### config.mk
export PLATFORM = sky130hd
export DESIGN_NAME = port_pin_function_and_external_bus
export DESIGN_NICKNAME = d
export VERILOG_FILES = /design/src/pinmux_pkg.sv /design/src/port_pin_function_and_external_bus.sv
export SDC_FILE = /design/constraint.sdc
export NUM_CORES = 1
export LEC_CHECK = 0
export CAP_MARGIN = 20
export CORE_MARGIN = 8
export CORE_UTILIZATION = 67
export CTS_BUF_LIST = sky130_fd_sc_hd__clkbuf_4 sky130_fd_sc_hd__clkbuf_8
export CTS_CLUSTER_SIZE = 8
export DETAILED_ROUTE_END_ITERATION = 6
export DONT_BUFFER_PORTS = 1
export PLACE_DENSITY = 0.79
export RECOVER_POWER = 100
export SLEW_MARGIN = 20
export SYNTH_ARGS = -nofsm -noshare
export SYNTH_HDL_FRONTEND = slang
export SYNTH_SLANG_ARGS = --single-unit
### constraint.sdc
create_clock -name core_clk_i -period 3.1 [get_ports core_clk_i]
set_input_delay 0.62 -clock core_clk_i [delete_from_list [all_inputs] [get_ports core_clk_i]]
set_output_delay 0.62 -clock core_clk_i [all_outputs]
set_load 0.03 [all_outputs]
### src/pinmux_pkg.sv
package pinmux_pkg;
   localparam int ADDR_W = 5;
   localparam logic [4:0] OFS_LATCH0   = 5'h00; // latches 0..5 at 0x00..0x05
   localparam logic [4:0] OFS_DIR0     = 5'h06; // directions 0..5 at 0x06..0x0B
   localparam logic [4:0] OFS_P0_MODE  = 5'h0C;
   localparam logic [4:0] OFS_P2_MODE  = 5'h0D;
   localparam logic [4:0] OFS_P3_MODE  = 5'h0E;
   localparam logic [4:0] OFS_MEM_MAP  = 5'h0F;
   localparam logic [4:0] OFS_RTO_BUF  = 5'h10;
   localparam logic [4:0] OFS_EXT_ALO  = 5'h11;
   localparam logic [4:0] OFS_EXT_AHI  = 5'h12;
   localparam logic [4:0] OFS_EXT_DATA = 5'h13;
   localparam logic [4:0] OFS_EXT_CMD  = 5'h14;
   localparam logic [4:0] OFS_STATUS   = 5'h15;
   localparam int NUM_PORTS = 6;
   localparam int BUS_PORT  = 4;
   localparam int HI_PORT   = 5;
   // mem map fields
   localparam int MM_SIZE_LSB = 0;
   localparam int MM_BUS_EN   = 2;
   localparam int MM_WAIT_LSB = 4;
   localparam logic [1:0] SIZE_256 = 2'h0;
   localparam logic [1:0] SIZE_4K  = 2'h1;
   localparam logic [1:0] SIZE_16K = 2'h2;
   localparam logic [1:0] SIZE_56K = 2'h3;
   localparam logic [7:0] HI_MASK_256 = 8'h00;
   localparam logic [7:0] HI_MASK_4K  = 8'h0F;
   localparam logic [7:0] HI_MASK_16K = 8'h3F;
   localparam logic [7:0] HI_MASK_56K = 8'hFF;
   localparam int CMD_READ  = 0;
   localparam int CMD_WRITE = 1;
   localparam int P2_SYNC   = 0;
   localparam int P3_TMR6   = 2;
   localparam int P3_TMR7   = 3;
   localparam logic [7:0] REG_RESET = 8'h00;
   // machine state rate
   localparam int OSC_MAX_MHZ     = 12;
   localparam int STATE_MAX_MHZ   = OSC_MAX_MHZ / 2;
   localparam int CLKS_PER_STATE  = OSC_MAX_MHZ / STATE_MAX_MHZ;

   typedef enum logic [2:0] {
      BUS_IDLE = 3'h0,
      BUS_ADDR = 3'h1,
      BUS_GAP  = 3'h3,
      BUS_STRB = 3'h2,
      BUS_HOLD = 3'h6
   } bus_state_t;

   typedef struct packed {
      logic [7:0] out;
      logic [7:0] oe;
   } pad_drive_t;

   typedef struct packed {
      logic       serial_txd;
      logic       serial_sck;
      logic       serial_rxclk_out;
      logic       serial_rxclk_oe;
      logic [1:0] pulse_width_out;
      logic [1:0] timer_flop_out;
   } periph_drive_t;

   typedef struct packed {
      logic       nmi_in;
      logic [2:0] maskable_irq_in;
      logic       serial_rxd;
      logic       serial_cts;
      logic       serial_rxclk_in;
      logic [1:0] updown_count_in;
      logic [1:0] updown_control_in;
      logic [1:0] updown_clear_in;
   } periph_sense_t;
endpackage : pinmux_pkg

### src/port_pin_function_and_external_bus.sv
// Implementation choices: the register offsets and the strobed register port.
`timescale 1ns/1ps
module port_pin_function_and_external_bus (
   input  wire logic                          core_clk_i,
   input  wire logic                          nrst_i,
   input  wire logic [pinmux_pkg::ADDR_W-1:0] reg_addr_i,
   input  wire logic [7:0]                    reg_wdata_i,
   input  wire logic                          reg_wr_i,
   input  wire logic                          reg_rd_i,
   output logic      [7:0]                    reg_rdata_o,
   input  wire logic                          external_fetch_select_n_i,
   output logic                               ext_fetch_o,
   input  wire logic [5:0][7:0]               pad_in_i,
   output pinmux_pkg::pad_drive_t [5:0]       pad_o,
   output logic                               ale_o,
   output logic                               rd_n_o,
   output logic                               wr_n_o,
   input  wire logic [1:0]                    rto_trigger_i,
   input  pinmux_pkg::periph_drive_t          periph_i,
   output pinmux_pkg::periph_sense_t          periph_o
);
   import pinmux_pkg::*;

   logic [5:0][7:0] port_latch;
   logic [5:0][7:0] port_dir;
   logic [7:0]      p0_mode;
   logic [7:0]      p2_mode;
   logic [7:0]      p3_mode;
   logic [7:0]      mem_map;
   logic [7:0]      rto_buf;
   logic [7:0]      rto_latch;
   logic [7:0]      ext_alo;
   logic [7:0]      ext_ahi;
   logic [7:0]      ext_data;
   logic            req_pend;
   logic            req_write;
   logic            state_phase;
   logic [1:0]      wait_cnt;
   bus_state_t      bus_state;
   bus_state_t      next_bus_state;

   // per-pin function ownership, function drive value and enable
   logic [5:0][7:0] func_sel;
   logic [5:0][7:0] func_out;
   logic [5:0][7:0] func_oe;

   wire ea_low      = ~external_fetch_select_n_i;
   wire bus_mode    = mem_map[MM_BUS_EN] | ea_low;
   wire [1:0] size  = mem_map[MM_SIZE_LSB +: 2];
   wire [1:0] waits = mem_map[MM_WAIT_LSB +: 2];
   wire state_tick  = state_phase;
   wire busy        = req_pend | (bus_state != BUS_IDLE);
   wire strb_last   = (bus_state == BUS_STRB) && (wait_cnt == waits);

   wire wr_hit      = reg_wr_i;
   wire hit_cmd     = wr_hit && (reg_addr_i == OFS_EXT_CMD);
   wire start_rd    = hit_cmd && reg_wdata_i[CMD_READ];
   wire start_wr    = hit_cmd && reg_wdata_i[CMD_WRITE] && !reg_wdata_i[CMD_READ];
   // commands while busy or with no bus configured are dropped
   wire start_ok    = (start_rd | start_wr) && !busy && bus_mode;

   assign ext_fetch_o = ea_low;

   logic [7:0] hi_mask;
   always_comb begin
      case (size)
         SIZE_256: hi_mask = HI_MASK_256;
         SIZE_4K:  hi_mask = HI_MASK_4K;
         SIZE_16K: hi_mask = HI_MASK_16K;
         SIZE_56K: hi_mask = HI_MASK_56K;
         default:  hi_mask = HI_MASK_256;
      endcase
      if (ea_low) begin
         hi_mask = HI_MASK_56K;
      end
   end

   // bus sequencer: address, gap, strobe plus waits, hold
   always_comb begin
      next_bus_state = bus_state;
      case (bus_state)
         BUS_IDLE: if (req_pend) begin
            next_bus_state = BUS_ADDR;
         end
         BUS_ADDR: next_bus_state = BUS_GAP;
         BUS_GAP:  next_bus_state = BUS_STRB;
         BUS_STRB: if (wait_cnt == waits) begin
            next_bus_state = BUS_HOLD;
         end
         BUS_HOLD: next_bus_state = BUS_IDLE;
         default:  next_bus_state = BUS_IDLE;
      endcase
   end

   always_ff @(posedge core_clk_i) begin
      if (!nrst_i) begin
         state_phase <= 1'b0;
         bus_state   <= BUS_IDLE;
         wait_cnt    <= 2'h0;
      end else begin
         state_phase <= ~state_phase;
         if (state_tick) begin
            bus_state <= next_bus_state;
            wait_cnt  <= (bus_state == BUS_STRB && !strb_last) ? wait_cnt + 2'h1 : 2'h0;
         end
      end
   end

   always_ff @(posedge core_clk_i) begin
      if (!nrst_i) begin
         req_pend  <= 1'b0;
         req_write <= 1'b0;
      end else if (start_ok) begin
         req_pend  <= 1'b1;
         req_write <= start_wr;
      end else if (state_tick && bus_state == BUS_IDLE) begin
         req_pend  <= 1'b0;
      end
   end

   // latch pulse comes straight from the state register, strobes from it and req_write
   assign ale_o  = (bus_state == BUS_ADDR);
   assign rd_n_o = ~((bus_state == BUS_STRB) && !req_write);
   assign wr_n_o = ~((bus_state == BUS_STRB) && req_write);

   // software registers
   always_ff @(posedge core_clk_i) begin
      if (!nrst_i) begin
         port_latch <= '0;
         port_dir   <= '0;
         p0_mode    <= REG_RESET;
         p2_mode    <= REG_RESET;
         p3_mode    <= REG_RESET;
         mem_map    <= REG_RESET;
         rto_buf    <= REG_RESET;
         rto_latch  <= REG_RESET;
         ext_alo    <= REG_RESET;
         ext_ahi    <= REG_RESET;
         ext_data   <= REG_RESET;
      end else begin
         if (wr_hit) begin
            case (reg_addr_i)
               OFS_P0_MODE:  p0_mode  <= reg_wdata_i;
               OFS_P2_MODE:  p2_mode  <= reg_wdata_i;
               OFS_P3_MODE:  p3_mode  <= reg_wdata_i;
               OFS_MEM_MAP:  mem_map  <= reg_wdata_i;
               OFS_RTO_BUF:  rto_buf  <= reg_wdata_i;
               OFS_EXT_ALO:  if (!busy) ext_alo <= reg_wdata_i;
               OFS_EXT_AHI:  if (!busy) ext_ahi <= reg_wdata_i;
               OFS_EXT_DATA: if (!busy) ext_data <= reg_wdata_i;
               default: begin
                  if (reg_addr_i < OFS_DIR0) begin
                     port_latch[reg_addr_i[2:0]] <= reg_wdata_i;
                  end else if (reg_addr_i < OFS_P0_MODE) begin
                     port_dir[3'(reg_addr_i - OFS_DIR0)] <= reg_wdata_i;
                  end
               end
            endcase
         end
         // read data sampled on the last strobe state, while the part drives
         if (state_tick && strb_last && !req_write) begin
            ext_data <= pad_in_i[BUS_PORT];
         end
         // real-time nibble transfer on its timer trigger
         if (rto_trigger_i[0]) begin
            rto_latch[3:0] <= rto_buf[3:0];
         end
         if (rto_trigger_i[1]) begin
            rto_latch[7:4] <= rto_buf[7:4];
         end
      end
   end

   // port 0: nibble real-time outputs
   assign func_sel[0] = {{4{p0_mode[1]}}, {4{p0_mode[0]}}};
   assign func_out[0] = rto_latch;
   assign func_oe[0]  = 8'hFF;

   // port 1: general purpose only
   assign func_sel[1] = 8'h00;
   assign func_out[1] = 8'h00;
   assign func_oe[1]  = 8'h00;

   // port 2
   wire p2_sync = p2_mode[P2_SYNC];
   assign func_sel[2] = {p2_mode[7:4], 4'hF};
   assign func_out[2] = {periph_i.serial_rxclk_out, periph_i.serial_sck, 1'b0,
                         periph_i.serial_txd, 4'h0};
   assign func_oe[2]  = {p2_sync & periph_i.serial_rxclk_oe, 1'b1, 1'b0, 1'b1, 4'h0};

   // port 3: timer output wins over clear input when both are chosen
   wire [1:0] p3_tmr = {p3_mode[P3_TMR7], p3_mode[P3_TMR6]};
   wire [1:0] p3_clr = p3_mode[7:6] & ~p3_tmr;
   assign func_sel[3] = {p3_tmr | p3_mode[7:6], p3_mode[5:4], 4'hF};
   assign func_out[3] = {periph_i.timer_flop_out, periph_i.pulse_width_out, 4'h0};
   assign func_oe[3]  = {p3_tmr, 2'b11, 4'h0};

   // port 4: whole-port direction, bus owns it in bus mode
   wire bus_drv = (bus_state == BUS_ADDR) ||
                  ((bus_state == BUS_STRB || bus_state == BUS_HOLD) && req_write);
   assign func_sel[4] = {8{bus_mode}};
   assign func_out[4] = (bus_state == BUS_ADDR) ? ext_alo : ext_data;
   assign func_oe[4]  = {8{bus_drv}};

   // port 5: upper address lines, leftovers stay plain I/O
   assign func_sel[5] = bus_mode ? hi_mask : 8'h00;
   assign func_out[5] = ext_ahi;
   assign func_oe[5]  = 8'hFF;

   // final pad drive, one cell per pin
   genvar gp;
   genvar gb;
   generate
      for (gp = 0; gp < NUM_PORTS; gp++) begin : g_port
         for (gb = 0; gb < 8; gb++) begin : g_bit
            wire dir_bit = (gp == BUS_PORT) ? port_dir[gp][0] : port_dir[gp][gb];
            assign pad_o[gp].out[gb] = func_sel[gp][gb] ? func_out[gp][gb]
                                                         : port_latch[gp][gb];
            assign pad_o[gp].oe[gb]  = func_sel[gp][gb] ? func_oe[gp][gb]
                                                         : dir_bit;
         end
      end
   endgenerate

   // inputs to peripherals, fixed pins always routed
   assign periph_o.nmi_in            = pad_in_i[2][0];
   assign periph_o.maskable_irq_in   = pad_in_i[2][3:1];
   assign periph_o.serial_rxd        = p2_mode[5] & pad_in_i[2][5];
   assign periph_o.serial_cts        = p2_mode[7] & ~p2_sync & pad_in_i[2][7];
   assign periph_o.serial_rxclk_in   = p2_mode[7] & p2_sync & pad_in_i[2][7];
   assign periph_o.updown_count_in   = {pad_in_i[3][2], pad_in_i[3][0]};
   assign periph_o.updown_control_in = {pad_in_i[3][3], pad_in_i[3][1]};
   assign periph_o.updown_clear_in   = p3_clr & pad_in_i[3][7:6];

   // register read: input bits show the pin, output bits the latch
   logic [7:0] rd_val;
   always_comb begin
      rd_val = 8'h00;
      case (reg_addr_i)
         OFS_P0_MODE:  rd_val = p0_mode;
         OFS_P2_MODE:  rd_val = p2_mode;
         OFS_P3_MODE:  rd_val = p3_mode;
         OFS_MEM_MAP:  rd_val = mem_map;
         OFS_RTO_BUF:  rd_val = rto_buf;
         OFS_EXT_ALO:  rd_val = ext_alo;
         OFS_EXT_AHI:  rd_val = ext_ahi;
         OFS_EXT_DATA: rd_val = ext_data;
         OFS_EXT_CMD:  rd_val = {7'h00, busy};
         OFS_STATUS:   rd_val = {5'h00, bus_mode, ea_low, busy};
         default: begin
            if (reg_addr_i < OFS_DIR0) begin
               rd_val = (pad_o[reg_addr_i[2:0]].oe & port_latch[reg_addr_i[2:0]]) |
                        (~pad_o[reg_addr_i[2:0]].oe & pad_in_i[reg_addr_i[2:0]]);
            end else if (reg_addr_i < OFS_P0_MODE) begin
               rd_val = port_dir[3'(reg_addr_i - OFS_DIR0)];
            end
         end
      endcase
   end

   always_ff @(posedge core_clk_i) begin
      if (!nrst_i) begin
         reg_rdata_o <= 8'h00;
      end else begin
         reg_rdata_o <= reg_rd_i ? rd_val : 8'h00;
      end
   end
endmodule : port_pin_function_and_external_bus

==> metrics.txt <==
status finished, violations left; violations in the final reports capacitance limit, slew limit; average detailed-routed wire length per instance 25.74 µm; post-layout minimum cycle time 2.838 ns; total overflow reported by the global router 0; critical path data required time 2.48 ns; flip-flop and latch area 3684 µm²; setup TNS 0 ns; mapped cell area 10640 µm²; Final Cycle Share 0.9154; clock tree from TritonCTS built; hold violation count in the final report 0; DRC violations left 0; maximum vdd ir drop 0.5571 mV; final-layout fill cell count 1349; starting DRC count in detailed routing 1183; starting density of the core 0.6769; Critical Path AT 2.22 ns; EDFF count, synth 0; I/O Buffers 0; via density per instance 6.638; post-CTS setup buffer count 0; initial antenna violation count 0; synthesis warning total 0; Worst Slack Setup Final 0.2623 ns; vias in the first global route 8507; main flop type after synthesis sky130_fd_sc_hd__dfxtp_1; crit path kind register to output port; first-pass iteration count of the detailed router 5; Netlist cell types 79; peak fanout along the critical path 7; CTS root buf sky130_fd_sc_hd__clkbuf_8; horizontal die dimension 142.0 µm; final wirelength 34860 µm; clock latency reported for the late side of the worst-skew pair 0.49 ns; mean post-synth cell area 8.855 µm²; GPL Wtd Cong 1.046; multi-input logic area 6040 µm²; number of storage elements in the synthesis netlist 184; maximum buffer depth of the clock tree 2; layout overhead on the synthesized area -0.01222%; hold_buf cts 0; CTS sink cnt 184; die area 20160 µm²; first-pass GRT wire length 52290 µm; leakage component of the power 3.857 nW; clock slew at the register clock pins of the worst setup and hold paths 0.11 ns; nature of the critical path endpoint output port; top achievable clock speed 352.4 MHz; Final Max Slew Viols 9; FFs w/ async S/R, synth 0; post-route clock skew 0.01665 ns; via total after detailed routing 8988; Startpoint Class register; commonest non-fill, non-tap cells in the layout 184 x sky130_fd_sc_hd__dfxtp_1, 160 x sky130_fd_sc_hd__mux2i_1, 123 x sky130_fd_sc_hd__nand2_1; number of setup violations in the final report 0; area of the core 15710 µm²; proportion of synthesized chip area in sequential cells 0.3464; Pwr Density 414.9 nW/µm²; maximum number of pins on one net before global-route repair 178; measured slew at the worst slew-check pin 1.632 ns; total of cells resized after clock tree synthesis 0; worst slack at placement 0.5225 ns; most common cell after layout, fill and taps aside sky130_fd_sc_hd__dfxtp_1; type of the worst min-delay path input pin to register; unrepaired setup endpoints after global routing false; post-detail-place hpwl 24830 µm; reported max-cap violation count 1; synthesized netlist cell count 1201; num rows 46; die height 142.0 µm; ratio of cells with drive above 1 in the final layout 0.06596; total routing resource utilization after global routing 0.3423; CTS H-tree depth 4; Max-Slew Margin vs Limit -0.09469; Post-DRT Antenna Nets 0; I/O pin count 197; total clock buffers created by CTS 17; number of nets in the finished design 1205
==> registers in the layout, indices dropped and copies added (netlist names) <==
signal	count
bus_state	3
ext_ahi	8
ext_alo	8
ext_data	8
g_port.g_bit.dir_bit	33
mem_map	8
p0_mode	8
p2_mode	8
p3_mode	8
pad_o	16
port_dir	7
port_latch	40
reg_rdata_o	8
req_pend	1
req_write	1
rto_buf	8
rto_latch	8
state_phase	1
wait_cnt	2
==> logic make-up after synthesis <==
logic type      count (synthesis)  synth area share
fa+ha+maj                       4          0.004706
xor+xnor                        4          0.003295
other cells                     1         0.0003526
compound gates                220            0.1502
simple gates                  431            0.2131
flops                         184            0.3464
mux                           196            0.2000
buf+inv                       161           0.08200
==> where the power goes <==
part           total [mW]  switching [mW]  internal, mW
Combinational       0.417           0.263         0.154
Clock                1.58           0.990         0.590
Sequential           2.41          0.0320          2.38
==> layout make-up <==
type,count,area share
sequential,184,0.3464
clock inverter,14,0.01318
multi-input combinational,871,0.5680
tap,216,0.02541
antenna,1,0.0002353
inverter,17,0.006001
timing repair buffer,34,0.01883
clock buffer,17,0.02200
==> synthesized netlist by cell type (14+ instances only) <==
library cell,count,share of area
sky130_fd_sc_hd__a21boi_0,54,0.038
sky130_fd_sc_hd__a21boi_1,14,0.0099
sky130_fd_sc_hd__a21oi_1,25,0.012
sky130_fd_sc_hd__buf_2,22,0.010
sky130_fd_sc_hd__buf_4,54,0.038
sky130_fd_sc_hd__clkbuf_1,60,0.021
sky130_fd_sc_hd__dfxtp_1,184,0.35
sky130_fd_sc_hd__inv_1,14,0.0049
sky130_fd_sc_hd__mux2_2,24,0.025
sky130_fd_sc_hd__mux2i_1,160,0.15
sky130_fd_sc_hd__nand2_1,122,0.043
sky130_fd_sc_hd__nand3_1,88,0.041
sky130_fd_sc_hd__nor2_1,34,0.012
sky130_fd_sc_hd__nor2b_1,106,0.062
sky130_fd_sc_hd__o21ai_0,30,0.014
sky130_fd_sc_hd__o22ai_1,22,0.013
sky130_fd_sc_hd__or2_2,18,0.011
==> per-stage QoR <==
stage	area [µm²]	utilization	hold WS [ns]	power, mW	std cells
after floorplan	10690	-	0.4430	2.932	1216
after global placement	10420	0.6632	0.4490	2.889	1322
after detailed placement	10420	0.6632	0.4628	2.891	1322
after CTS	10800	0.6871	0.2524	4.419	1353
after global routing	10630	0.6766	0.2430	4.540	1353
final	10630	0.6768	0.2706	4.412	1354
==> worst paths after layout <==
check / cells past startpoint / startpoint / slack [ns] / end
worst max-delay path: 2 / mem_map[2]$_SDFFE_PN0P_ / 0.26 / pad_o[92]
worst min-delay path: 1 / nrst_i / 0.27 / port_latch[28]$_SDFFE_PN0P_
worst max register to register: 7 / bus_state[0]$_SDFFE_PN0P_ / 0.39 / ext_alo[7]$_SDFFE_PN0P_
worst min register to register: 2 / p2_mode[3]$_SDFFE_PN0P_ / 0.48 / p2_mode[3]$_SDFFE_PN0P_
==> per-layer routing <==
metal  global-route usage  wire, µm
met5                    0         0
met1               0.4370     13820
met4               0.1600      1422
met2               0.5303     15810
met3              0.08923      3813
==> worst max-delay path, stage by stage, from the launching register on <==
cell and delay, ns:
sky130_fd_sc_hd__dfxtp_1 0.42, sky130_fd_sc_hd__a21boi_0 0.78, sky130_fd_sc_hd__mux2_1 0.54
Note: power is estimated with default switching activity, not from simulation.
